### src/inc/smms_defs.svh
/*
 * constants of the management-mode sequencer: register offsets, fields,
 * reset values and memory offsets.
 * assumes inclusion by the sequencer module and its test bench only.
 */
`ifndef SMMS_DEFS_SVH
`define SMMS_DEFS_SVH

// ==========================================================
// register map (byte addresses)
`define SMMS_OFS_CTRL 8'h00
`define SMMS_OFS_STATUS 8'h04
`define SMMS_OFS_BASE 8'h08
`define SMMS_CTRL_RST 3'h0

// ==========================================================
// management ram layout
`define SMMS_BASE_RST 32'h0003_0000
`define SMMS_HANDLER_OFS 32'h0000_8000
`define SMMS_SAVE_LO 32'h0000_FE00
`define SMMS_SAVE_HI 32'h0000_FFFF
`define SMMS_ALIGN_MASK 32'h0000_7FFF
`define SMMS_SAVE_WORDS 3'h4

// ==========================================================
// control register fields checked on resume
`define SMMS_PAGING_BIT 31
`define SMMS_CACHE_OFF_BIT 30
`define SMMS_NO_WT_BIT 29
`define SMMS_PROTECT_BIT 0
`define SMMS_CTRL_FOUR_RSVD 32'hFFFF_F800

`endif

### src/inc/smms_pkg.sv
/*
 * types of the management-mode sequencer.
 * assumes nothing beyond the defs header.
 */
package smms_pkg;
  // ==========================================================
  // sequencer states
  typedef enum logic [3:0] {
    ST_IDLE = 4'b0000,
    ST_DRAIN = 4'b0001,
    ST_SAVE = 4'b0010,
    ST_ENTER = 4'b0011,
    ST_FETCH = 4'b0100,
    ST_INMODE = 4'b0101,
    ST_RESTORE = 4'b0110,
    ST_CHECK = 4'b0111,
    ST_EXIT = 4'b1000,
    ST_SHUTDN = 4'b1001
  } smms_state_t;

  // ==========================================================
  // software control bits
  typedef struct packed {
    logic variant_txn;
    logic shut_inhibit_en;
    logic align_chk_en;
  } smms_ctrl_t;
endpackage

### src/rtl/smms_sequencer.sv
/*
 * management-mode sequencer: takes the management interrupt, drains,
 * saves context, signals entry, restores on resume, checks and exits or
 * shuts down. registers over classic wishbone.
 * assumes synchronous core inputs and a memory port that answers with ack.
 */
// The address map and register access over Wishbone were chosen for this implementation.
`timescale 1ns/1ps
`include "smms_defs.svh"

// Notes on behaviour
// - management interrupt in real, protected or v86 mode always enters the mode.
// - resume returns to the operating mode saved at entry.
// - take only at boundary, wait retire and store drain, save, enter, start.
// - signal entry by acknowledge transaction or active-low mode-active pin.
// - transaction variant marks every bus transaction while in the mode.
// - coinciding nmi, maskable interrupt or debug exception are held off.
// - in the mode latch only one new request, serve it after resume.
// - resume outside the mode raises an invalid-opcode fault.
// - resume reloads state from the saved image, then returns control.
// - after resume signal exit by acknowledge transaction or releasing pin.
// - invalid saved state enters shutdown and issues a shutdown bus cycle.
// - restored control register four with any reserved bit set is invalid.
// - paging without protection, or not-write-through without cache-disable, is invalid.
// - optionally, base not aligned to 32 kbytes is invalid.
// - shutdown halts until reset, init or nmi.
// - shutdown optionally inhibits maskable interrupts and address-bit-20 mask.
// - base resets to 30000h.
// - first handler fetch at base plus 8000h.
// - state is saved between base plus fe00h and base plus ffffh.
// - management ram is taken as 64 kbytes at the base.
// - a request may wait one instruction after interrupt-enable or stack load.
module smms_sequencer (
  input wire logic clk_i,
  input wire logic rst_i,
  // wishbone slave
  input wire logic wb_cyc_i,
  input wire logic wb_stb_i,
  input wire logic wb_we_i,
  input wire logic [7:0] wb_adr_i,
  input wire logic [3:0] wb_sel_i,
  input wire logic [31:0] wb_dat_i,
  output logic [31:0] wb_dat_o,
  output logic wb_ack_o,
  // core side
  input wire logic mgmt_interrupt_n_i,
  input wire logic boundary_i,
  input wire logic int_hold_i,
  input wire logic retired_i,
  input wire logic stores_done_i,
  input wire logic resume_from_mgmt_i,
  input wire logic nmi_i,
  input wire logic init_i,
  input wire logic [1:0] cur_mode_i,
  input wire logic [31:0] control_reg_zero_i,
  input wire logic [31:0] control_reg_four_i,
  output logic drain_req_o,
  output logic int_block_o,
  output logic handler_fetch_o,
  output logic [31:0] handler_addr_o,
  output logic invalid_opcode_fault_o,
  output logic resume_done_o,
  output logic [1:0] restored_mode_o,
  output logic [31:0] restored_control_reg_zero_o,
  output logic [31:0] restored_control_reg_four_o,
  // management ram port
  output logic mem_req_o,
  output logic mem_we_o,
  output logic [31:0] mem_addr_o,
  output logic [31:0] mem_wdata_o,
  input wire logic mem_ack_i,
  input wire logic [31:0] mem_rdata_i,
  // system signalling
  output logic mgmt_active_n_o,
  output logic mgmt_ack_transaction_o,
  output logic ext_status_four_o,
  output logic shutdown_o,
  output logic shutdown_cycle_o,
  output logic inhibit_maskable_int_req_o,
  output logic inhibit_addr_bit20_mask_o
);
  import smms_pkg::*;

  // ==========================================================
  // state
  smms_state_t state;
  smms_state_t next_state;
  smms_ctrl_t ctrl;
  logic [31:0] mgmt_ram_base;
  logic [2:0] idx;
  logic [2:0] next_idx;
  logic pend;
  logic next_pend;
  logic req_prev;
  logic req_fall;
  logic in_mode;
  logic [31:0] img_reg_zero;
  logic [31:0] img_reg_four;
  logic [1:0] sv_mode;
  logic [31:0] sv_base;
  logic bad_state;
  logic word_done;

  function automatic logic [31:0] save_addr(input logic [31:0] base, input logic [2:0] i);
    save_addr = base + `SMMS_SAVE_LO + {27'h0, i, 2'h0};
  endfunction

  assign req_fall = req_prev & ~mgmt_interrupt_n_i;
  assign word_done = mem_req_o & mem_ack_i;

  // invalid image checks
  always_comb begin
    bad_state = 1'b0;
    if ((img_reg_four & `SMMS_CTRL_FOUR_RSVD) != 32'h0000_0000) begin
      bad_state = 1'b1;
    end
    if (img_reg_zero[`SMMS_PAGING_BIT] & ~img_reg_zero[`SMMS_PROTECT_BIT]) begin
      bad_state = 1'b1;
    end
    if (img_reg_zero[`SMMS_NO_WT_BIT] & ~img_reg_zero[`SMMS_CACHE_OFF_BIT]) begin
      bad_state = 1'b1;
    end
    if (ctrl.align_chk_en && ((sv_base & `SMMS_ALIGN_MASK) != 32'h0000_0000)) begin
      bad_state = 1'b1;
    end
  end

  // ==========================================================
  // next state
  always_comb begin
    next_state = state;
    next_idx = idx;
    case (state)
      ST_IDLE: begin
        if (pend && boundary_i && !int_hold_i) begin
          next_state = ST_DRAIN;
        end
      end
      ST_DRAIN: begin
        if (retired_i && stores_done_i) begin
          next_state = ST_SAVE;
          next_idx = 3'h0;
        end
      end
      ST_SAVE: begin
        if (word_done) begin
          next_idx = idx + 3'h1;
          if (idx == `SMMS_SAVE_WORDS - 3'h1) begin
            next_state = ST_ENTER;
          end
        end
      end
      ST_ENTER: next_state = ST_FETCH;
      ST_FETCH: next_state = ST_INMODE;
      ST_INMODE: begin
        if (resume_from_mgmt_i) begin
          next_state = ST_RESTORE;
          next_idx = 3'h0;
        end
      end
      ST_RESTORE: begin
        if (word_done) begin
          next_idx = idx + 3'h1;
          if (idx == `SMMS_SAVE_WORDS - 3'h1) begin
            next_state = ST_CHECK;
          end
        end
      end
      ST_CHECK: next_state = bad_state ? ST_SHUTDN : ST_EXIT;
      ST_EXIT: next_state = ST_IDLE;
      ST_SHUTDN: begin
        if (init_i || nmi_i) begin
          next_state = ST_IDLE;
        end
      end
      default: next_state = ST_IDLE;
    endcase
  end

  always_ff @(posedge clk_i) begin
    if (rst_i) begin
      state <= ST_IDLE;
      idx <= 3'h0;
    end else begin
      state <= next_state;
      idx <= next_idx;
    end
  end

  // ==========================================================
  // pending request latch, new edge wins over the clear at entry
  always_comb begin
    next_pend = pend;
    if (state == ST_IDLE && next_state == ST_DRAIN) begin
      next_pend = 1'b0;
    end
    if (req_fall && state != ST_SHUTDN) begin
      next_pend = 1'b1;
    end
  end

  always_ff @(posedge clk_i) begin
    if (rst_i) begin
      pend <= 1'b0;
      req_prev <= 1'b1;
      int_block_o <= 1'b0;
      drain_req_o <= 1'b0;
    end else begin
      pend <= next_pend;
      req_prev <= mgmt_interrupt_n_i;
      int_block_o <= next_pend | (next_state != ST_IDLE);
      drain_req_o <= (next_state == ST_DRAIN);
    end
  end

  // ==========================================================
  // management ram port
  always_ff @(posedge clk_i) begin
    if (rst_i) begin
      mem_req_o <= 1'b0;
      mem_we_o <= 1'b0;
      mem_addr_o <= 32'h0000_0000;
      mem_wdata_o <= 32'h0000_0000;
    end else begin
      mem_req_o <= (next_state == ST_SAVE || next_state == ST_RESTORE) && !word_done;
      mem_we_o <= (next_state == ST_SAVE);
      if (!mem_req_o || word_done) begin
        mem_addr_o <= save_addr(mgmt_ram_base, next_idx);
        case (next_idx)
          3'h0: mem_wdata_o <= control_reg_zero_i;
          3'h1: mem_wdata_o <= control_reg_four_i;
          3'h2: mem_wdata_o <= {30'h0, cur_mode_i};
          default: mem_wdata_o <= mgmt_ram_base;
        endcase
      end
    end
  end

  // restored image
  always_ff @(posedge clk_i) begin
    if (rst_i) begin
      img_reg_zero <= 32'h0000_0000;
      img_reg_four <= 32'h0000_0000;
      sv_mode <= 2'h0;
      sv_base <= `SMMS_BASE_RST;
    end else if (state == ST_RESTORE && word_done) begin
      case (idx)
        3'h0: img_reg_zero <= mem_rdata_i;
        3'h1: img_reg_four <= mem_rdata_i;
        3'h2: sv_mode <= mem_rdata_i[1:0];
        default: sv_base <= mem_rdata_i;
      endcase
    end
  end

  always_ff @(posedge clk_i) begin
    if (rst_i) begin
      mgmt_ram_base <= `SMMS_BASE_RST;
      resume_done_o <= 1'b0;
      restored_mode_o <= 2'h0;
      restored_control_reg_zero_o <= 32'h0000_0000;
      restored_control_reg_four_o <= 32'h0000_0000;
    end else begin
      resume_done_o <= (state == ST_CHECK) && !bad_state;
      if (state == ST_CHECK && !bad_state) begin
        restored_mode_o <= sv_mode;
        restored_control_reg_zero_o <= img_reg_zero;
        restored_control_reg_four_o <= img_reg_four;
        mgmt_ram_base <= sv_base;
      end
    end
  end

  // ==========================================================
  // entry, fetch and exit signalling
  always_ff @(posedge clk_i) begin
    if (rst_i) begin
      in_mode <= 1'b0;
      mgmt_active_n_o <= 1'b1;
      mgmt_ack_transaction_o <= 1'b0;
      ext_status_four_o <= 1'b0;
      handler_fetch_o <= 1'b0;
      handler_addr_o <= 32'h0000_0000;
      invalid_opcode_fault_o <= 1'b0;
    end else begin
      handler_fetch_o <= (state == ST_FETCH);
      handler_addr_o <= mgmt_ram_base + `SMMS_HANDLER_OFS;
      invalid_opcode_fault_o <= resume_from_mgmt_i && !in_mode;
      mgmt_ack_transaction_o <= ctrl.variant_txn &&
        (state == ST_ENTER || (state == ST_CHECK && !bad_state));
      if (state == ST_ENTER) begin
        in_mode <= 1'b1;
        mgmt_active_n_o <= ctrl.variant_txn;
        ext_status_four_o <= ctrl.variant_txn;
      end else if (state == ST_CHECK) begin
        in_mode <= 1'b0;
        mgmt_active_n_o <= 1'b1;
        ext_status_four_o <= 1'b0;
      end
    end
  end

  // ==========================================================
  // shutdown
  always_ff @(posedge clk_i) begin
    if (rst_i) begin
      shutdown_o <= 1'b0;
      shutdown_cycle_o <= 1'b0;
      inhibit_maskable_int_req_o <= 1'b0;
      inhibit_addr_bit20_mask_o <= 1'b0;
    end else begin
      shutdown_cycle_o <= (state == ST_CHECK) && bad_state;
      shutdown_o <= (next_state == ST_SHUTDN);
      inhibit_maskable_int_req_o <= (next_state == ST_SHUTDN) && ctrl.shut_inhibit_en;
      inhibit_addr_bit20_mask_o <= (next_state == ST_SHUTDN) && ctrl.shut_inhibit_en;
    end
  end

  // ==========================================================
  // wishbone slave, one wait state, unmapped reads zero
  always_ff @(posedge clk_i) begin
    if (rst_i) begin
      wb_ack_o <= 1'b0;
      wb_dat_o <= 32'h0000_0000;
      ctrl <= `SMMS_CTRL_RST;
    end else begin
      wb_ack_o <= wb_cyc_i && wb_stb_i && !wb_ack_o;
      if (wb_cyc_i && wb_stb_i && wb_ack_o && wb_we_i && wb_sel_i[0] &&
          wb_adr_i == `SMMS_OFS_CTRL) begin
        ctrl <= wb_dat_i[2:0];
      end
      if (wb_cyc_i && wb_stb_i && !wb_ack_o) begin
        case (wb_adr_i)
          `SMMS_OFS_CTRL: wb_dat_o <= {29'h0, ctrl};
          `SMMS_OFS_STATUS: wb_dat_o <= {25'h0, state, shutdown_o, pend, in_mode};
          `SMMS_OFS_BASE: wb_dat_o <= mgmt_ram_base;
          default: wb_dat_o <= 32'h0000_0000;
        endcase
      end
    end
  end
endmodule

### config.mk
export PLATFORM = sky130hd
export DESIGN_NAME = smms_sequencer
export DESIGN_NICKNAME = d
export VERILOG_FILES = /design/src/inc/smms_pkg.sv /design/src/rtl/smms_sequencer.sv
export VERILOG_INCLUDE_DIRS = /design/src /design/src/inc
export SDC_FILE = /design/constraint.sdc
export NUM_CORES = 1
export LEC_CHECK = 0
export BUFFER_PORTS_ARGS = -buffer_cell sky130_fd_sc_hd__buf_2
export CORE_UTILIZATION = 45
export CTS_CLUSTER_SIZE = 25
export DETAILED_ROUTE_END_ITERATION = 8
export PLACE_DENSITY = 0.74
export SYNTH_ARGS = -nofsm -noshare
export SYNTH_HDL_FRONTEND = slang
export SYNTH_SLANG_ARGS = --single-unit
### constraint.sdc
create_clock -name clk_i -period 9 [get_ports clk_i]
set_input_delay 0 -clock clk_i [delete_from_list [all_inputs] [get_ports clk_i]]
set_output_delay 0 -clock clk_i [all_outputs]
set_load 0.03 [all_outputs]
==> results of run 1 <==
==> cell usage in the layout (no fill, tap or decap), types with 4 or more instances in the layout <==
| cell type | count |
|---|---|
| o21ai_0 | 21 |
| dlygate4sd3_1 | 102 |
| nand4_1 | 6 |
| a211oi_2 | 31 |
| buf_4 | 10 |
| clkbuf_16 | 37 |
| clkinv_2 | 5 |
| xor2_1 | 14 |
| a311oi_1 | 8 |
| a31oi_1 | 4 |
| xnor2_1 | 16 |
| a22oi_1 | 34 |
| or3_1 | 14 |
| nand3b_1 | 8 |
| nor4_1 | 10 |
| nor3b_1 | 5 |
| o22a_1 | 16 |
| nand3_1 | 16 |
| dfxtp_1 | 351 |
| clkbuf_8 | 9 |
| nor3_1 | 19 |
| o21a_1 | 31 |
| nor2b_1 | 13 |
| buf_2 | 331 |
| inv_1 | 24 |
| nor2_1 | 145 |
| and2_1 | 27 |
| nand2_1 | 392 |
| and3_1 | 5 |
| ha_1 | 10 |
| a21oi_1 | 176 |
| mux2i_1 | 36 |
| clkbuf_1 | 7 |
| a211oi_1 | 15 |
==> cell families after synthesis <==
logic type / share of synthesized area [%]
xor gates and xnor gates: 1.91
adders and majority gates: 1.06
buffers and inverters: 4.60
and+or+nand+nor: 21.2
DFF: 51.1
muxes: 2.78
AOI/OAI and AO/OA: 17.3
==> power by group through the flow <==
stage / Sequential [W] / Combinational [W] / Clock, W
floorplan: 0.00165 / 0.0000678 / 0
global placement: 0.00162 / 0.000167 / 0
detailed placement: 0.00162 / 0.000169 / 0
CTS: 0.00158 / 0.000203 / 0.00153
global route: 0.00158 / 0.000220 / 0.00160
finish: 0.00158 / 0.000208 / 0.00151
==> flip-flops by register name, indices dropped and copies added (netlist names), 3 cells and up <==
| name | flops |
|---|---|
| mgmt_ram_base | 32 |
| ctrl | 3 |
| img_reg_zero | 32 |
| idx | 3 |
| wb_dat_o | 32 |
| mem_wdata_o | 32 |
| handler_addr_o | 32 |
| img_reg_four | 32 |
| restored_control_reg_four_o | 32 |
| restored_control_reg_zero_o | 32 |
| sv_base | 32 |
| mem_addr_o | 32 |
| state | 4 |
==> worst max-delay path, stage by stage, from the launching register on <==
cell and delay [ps]:
dfxtp_1 700, nand2_1 200, a311o_1 520, a211oi_4 580, inv_1 110, ha_1 290
a21o_1 180, a21oi_1 400, o2111ai_1 320, a21boi_1 560, o21ai_0 180, a311oi_1 270
==> metal layers <==
metal  share of wire, %  wire length, um  track usage, %
met4                3.8             1660            11.0
met2                 48            20600            44.8
met1                 42            18000            33.6
met5                  0                0               0
met3                7.0             3010            4.73
==> metrics by stage <==
step	power, W	hold WS (ps)	instance area [um^2]	std cells	setup WS (ps)
global placement	0.00178	198	15500	2224	4780
floorplan	0.00171	97.8	13800	1622	5540
global route	0.00341	35.9	17700	2391	4220
finish	0.00330	12.7	17700	2391	4610
CTS	0.00332	15.0	17700	2391	4670
detailed placement	0.00179	203	15500	2224	4690
==> worst paths after layout <==
kind | start | to | slack [ps] | cells after the start
max | state[2] | mem_addr_o[31] | 4610 | 11
min | rst_i | idx[0] | 10 | 2
max reg2reg | state[2] | mem_addr_o[31] | 4610 | 11
min reg2reg | sv_base[29] | mgmt_ram_base[29] | 440 | 2
==> final cells by class <==
class | instances | area, um^2
inverters | 24 | 90.1
flip-flops and latches | 351 | 7030
clock inverters | 12 | 125
well taps | 390 | 488
multi-input cells | 1117 | 6140
repair buffers | 444 | 2770
fillers | 2575 | 12200
clock buffers | 53 | 1080
==> results.cfg, run 1 <==
[cells_and_area]
layout-drive-gt1-share_pct = 22.4
finalNetCount = 2142
antenna_cells = 0
post-route-util_pct = 59.3
syn2layout_area_growth_pct = 28.8

[outcome]
outcome = finished, final reports clean

[worst_setup_path]
critPathArrivalTime_ps = 4820
end_kind = flop
path_class = flop to flop
crit_required_ps = 9430
path_max_fanout = 16
start_kind = flop

[cts]
clock_path_buffers = 3
cts_max_level = 2
root_buffer = clkbuf_16
path_clk_slew_ps = 60
cts_resized = 0
ctsHoldBuffers = 102
clkLatencyLatePin_ps = 520
post_cts_buffers = 0
cts_buffers = 37
cts_num_sinks = 351
cts_tree = done

[global_routing]
grt_pass1_vias = 12100
grt_overflow = 0
grt_max_degree = 135
grt_pass1_wl_um = 65700
grt_usage_pct = 26.7
antenna_found_initial = 0

[synth]
synth.cell_area_um2 = 13800
ys.flop_type = dfxtp_1
ys_top_cells_by_area = dfxtp_1, nand2_1, a21oi_1
synth-edff-count = 0
synth_seq_cells = 351
yosysWarnings = 0
yosysMostFrequentCell = nand2_1
synth_commonest_cells = nand2_1, dfxtp_1, a21oi_1
async_reset_ff_share_pct = 0
synth_top_area_share_pct = 51.1
syn_inst = 1622
synth.avg_cell_area_um2 = 8.48
syn-num-nets = 1789
yosys.area.top_type = dfxtp_1
netlist-cell-type-count = 59
yosysSeqAreaShare_pct = 51.1

[placed_design]
port_buffers = 332
gp_congestion = 0.842
hpwl_um = 28300

[timing]
worst_pin_slew_ps = 1250
finalClockSkew_ps = 23.1
rsz0062_at_grt = no
min_period_ps = 4390
fin_setup_tns_ps = 0
fmax_mhz = 228
relSlewSlack_pct = 17.0
hold_viol_final = 0
maxSlewViolCount = 0
finalCritPeriodShare_pct = 48.8
final-setup-viol-count = 0

[power]
p_int_w = 0.00255
power_density_nw_per_um2 = 186
p_switching_w = 0.000753
peakVddDrop_mv = 0.116
sequentialPowerShare_pct = 47.9
leakage_nw = 7.43
pwr-share-comb_pct = 6.3
switching_share_pct = 22.8
p_clk_share_pct = 45.7

[routing]
vias = 12800
postRouteAntennaNets = 0
drt_wl_total_um = 43200
drcViolationCount = 0
wl_per_cell_um = 18.1
via_per_inst = 5.35
initialDrtViolationCount = 1081
first_pass_iters = 5

[worst_hold_path]
hold_class = input pin to flop

[run]
cap_viol_max_count = 0

[floorplanning]
io-pin-count = 365
die_area_um2 = 31300
core.rowCount = 63
start_util_pct = 46.0
die_x_um = 177
core_area_um2 = 29900
fp.dieH_um = 177
No activity file was read; power rests on OpenSTA's default activity.
==> run 2: changes to the inputs <==
==> constraint.sdc (replaced) <==
create_clock -name clk_i -period 4.5 [get_ports clk_i]
set_input_delay 0 -clock clk_i [delete_from_list [all_inputs] [get_ports clk_i]]
set_output_delay 0 -clock clk_i [all_outputs]
set_load 0.03 [all_outputs]
==> run 2 against run 1 <==
Effect of this change: critical path depth unchanged; via count decreased by 0.43%; final cell count unchanged; flip-flop and latch count unchanged; critical path type unchanged; register-to-register slack got worse by 4300 ps; clock power increased by 100%; worst setup slack got worse by 4300 ps; fmax increased by 4.4%.
==> results.cfg, run 2 (synthesis results as in run 1) <==
[worst_setup_path]
start_kind = flop
critPathArrivalTime_ps = 4610
end_kind = flop
max_stage_delay_ps = 690
path_class = flop to flop
cp_cell_sequence = nand2_1, a311o_1, a211oi_2, inv_1, ha_1, a21oi_1, buf_4, o2111ai_1, a21boi_1, or3_1, a311oi_1
slowest_stage = dfxtp_1
crit_required_ps = 4900
path_max_fanout = 16

[cts]
cts_tree = done
path_clk_slew_ps = 60
clock_path_buffers = 3
root_buffer = clkbuf_16
cts_num_sinks = 351
cts_buffers = 37
ctsHoldBuffers = 103
clkLatencyLatePin_ps = 520
cts_resized = 0
cts_max_level = 2
post_cts_buffers = 0

[timing]
fmax_mhz = 238
hold_viol_final = 0
fin_setup_tns_ps = 0
worst_pin_slew_ps = 1220
maxSlewViolCount = 0
final-setup-viol-count = 0
relSlewSlack_pct = 18.9
fin_ws_ps = 294
hold_ws_ps = 17.0
finalCritPeriodShare_pct = 93.5
finalClockSkew_ps = 22.3
min_period_ps = 4210
rsz0062_at_grt = no

[global_routing]
grt_max_degree = 148
grt_pass1_vias = 12200
grt_usage_pct = 26.3
grt_pass1_wl_um = 64900
grt_overflow = 0
antenna_found_initial = 0

[power]
power_density_nw_per_um2 = 374
leakage_nw = 7.46
peakVddDrop_mv = 0.330

[cells_and_area]
antenna_cells = 0
final_cell_mix = nand2_1, dfxtp_1, buf_2
finalNetCount = 2146
layout-drive-gt1-share_pct = 22.4
syn2layout_area_growth_pct = 29.2
final_common_cell = nand2_1

[routing]
vias = 12700
initialDrtViolationCount = 963
wl_per_cell_um = 17.8
met1Wirelength_um = 17800
via_per_inst = 5.33
drcViolationCount = 0
first_pass_iters = 5
wl_met2_um = 20300
highest_layer = met4
wl_met3_um = 2810
postRouteAntennaNets = 0
drt_wl_total_um = 42700

[floorplanning]
die_x_um = 177
start_util_pct = 46.0
fp.dieH_um = 177
die_area_um2 = 31300
io-pin-count = 365
core.rowCount = 63
core_area_um2 = 29900

[placed_design]
gp_congestion = 0.853
port_buffers = 332
dp_slack_ps = 416
hpwl_um = 28800

[run]
cap_viol_max_count = 0

[worst_hold_path]
hold_class = input pin to flop

[outcome]
outcome = finished, final reports clean
## run 2: cell types whose count changed in the layout (fill, tap and decap cells not counted), sizes merged
| cell | previous run | this run |
|---|---|---|
| clkinvlp | 3 | 0 |
| inv | 26 | 24 |
| dlygate4sd3 | 102 | 103 |
| buf | 342 | 345 |
| clkinv | 5 | 7 |
| clkbuf | 53 | 50 |
| bufinv | 2 | 4 |
## run 2: area by class of cell
class,count,area (um^2)
well taps,390,488
multi-input cells,1117,6140
fillers,2559,12100
inverters,24,90.1
flip-flops and latches,351,7030
clock inverters,11,166
repair buffers,448,2810
clock buffers,50,1040
## run 2: worst paths after layout
kind | slack (ps) | cells past startpoint | to | start
min | 20 | 4 | mem_wdata_o[31] | control_reg_zero_i[31]
max reg2reg | 290 | 11 | mem_addr_o[31] | state[2]
max | 290 | 11 | mem_addr_o[31] | state[2]
min reg2reg | 450 | 2 | restored_control_reg_four_o[8] | img_reg_four[8]
## run 2: layer usage
layer  track usage (%)  vias to the layer above
li1                  -                     6166
met1              32.3                     5971
met2              44.6                      492
met3              4.94                      113
met4              12.2                        0
met5                 0                        -
## run 2: power by group
part,switching (W),internal (W)
registers,0.0000219,0.00314
logic,0.000240,0.000173
clock network,0.00122,0.00185
total,0.00148,0.00517
## run 2: per-stage QoR
step                total power, W  cell area [um^2]  std cells  util, %
floorplan                  0.00343             13800       1622        -
global placement           0.00356             15500       2227     52.0
detailed placement         0.00357             15500       2227     52.0
CTS                        0.00669             17800       2391     59.5
global route               0.00685             17800       2391     59.5
finish                     0.00665             17800       2391     59.5
## run 2: worst max-delay path, delay by kind of cell, from the launching register on
kind,cells,cell delay (ps)
flops,1,690
fa+ha+maj,1,350
buf+inv,2,300
compound gates,6,2130
simple gates,2,610
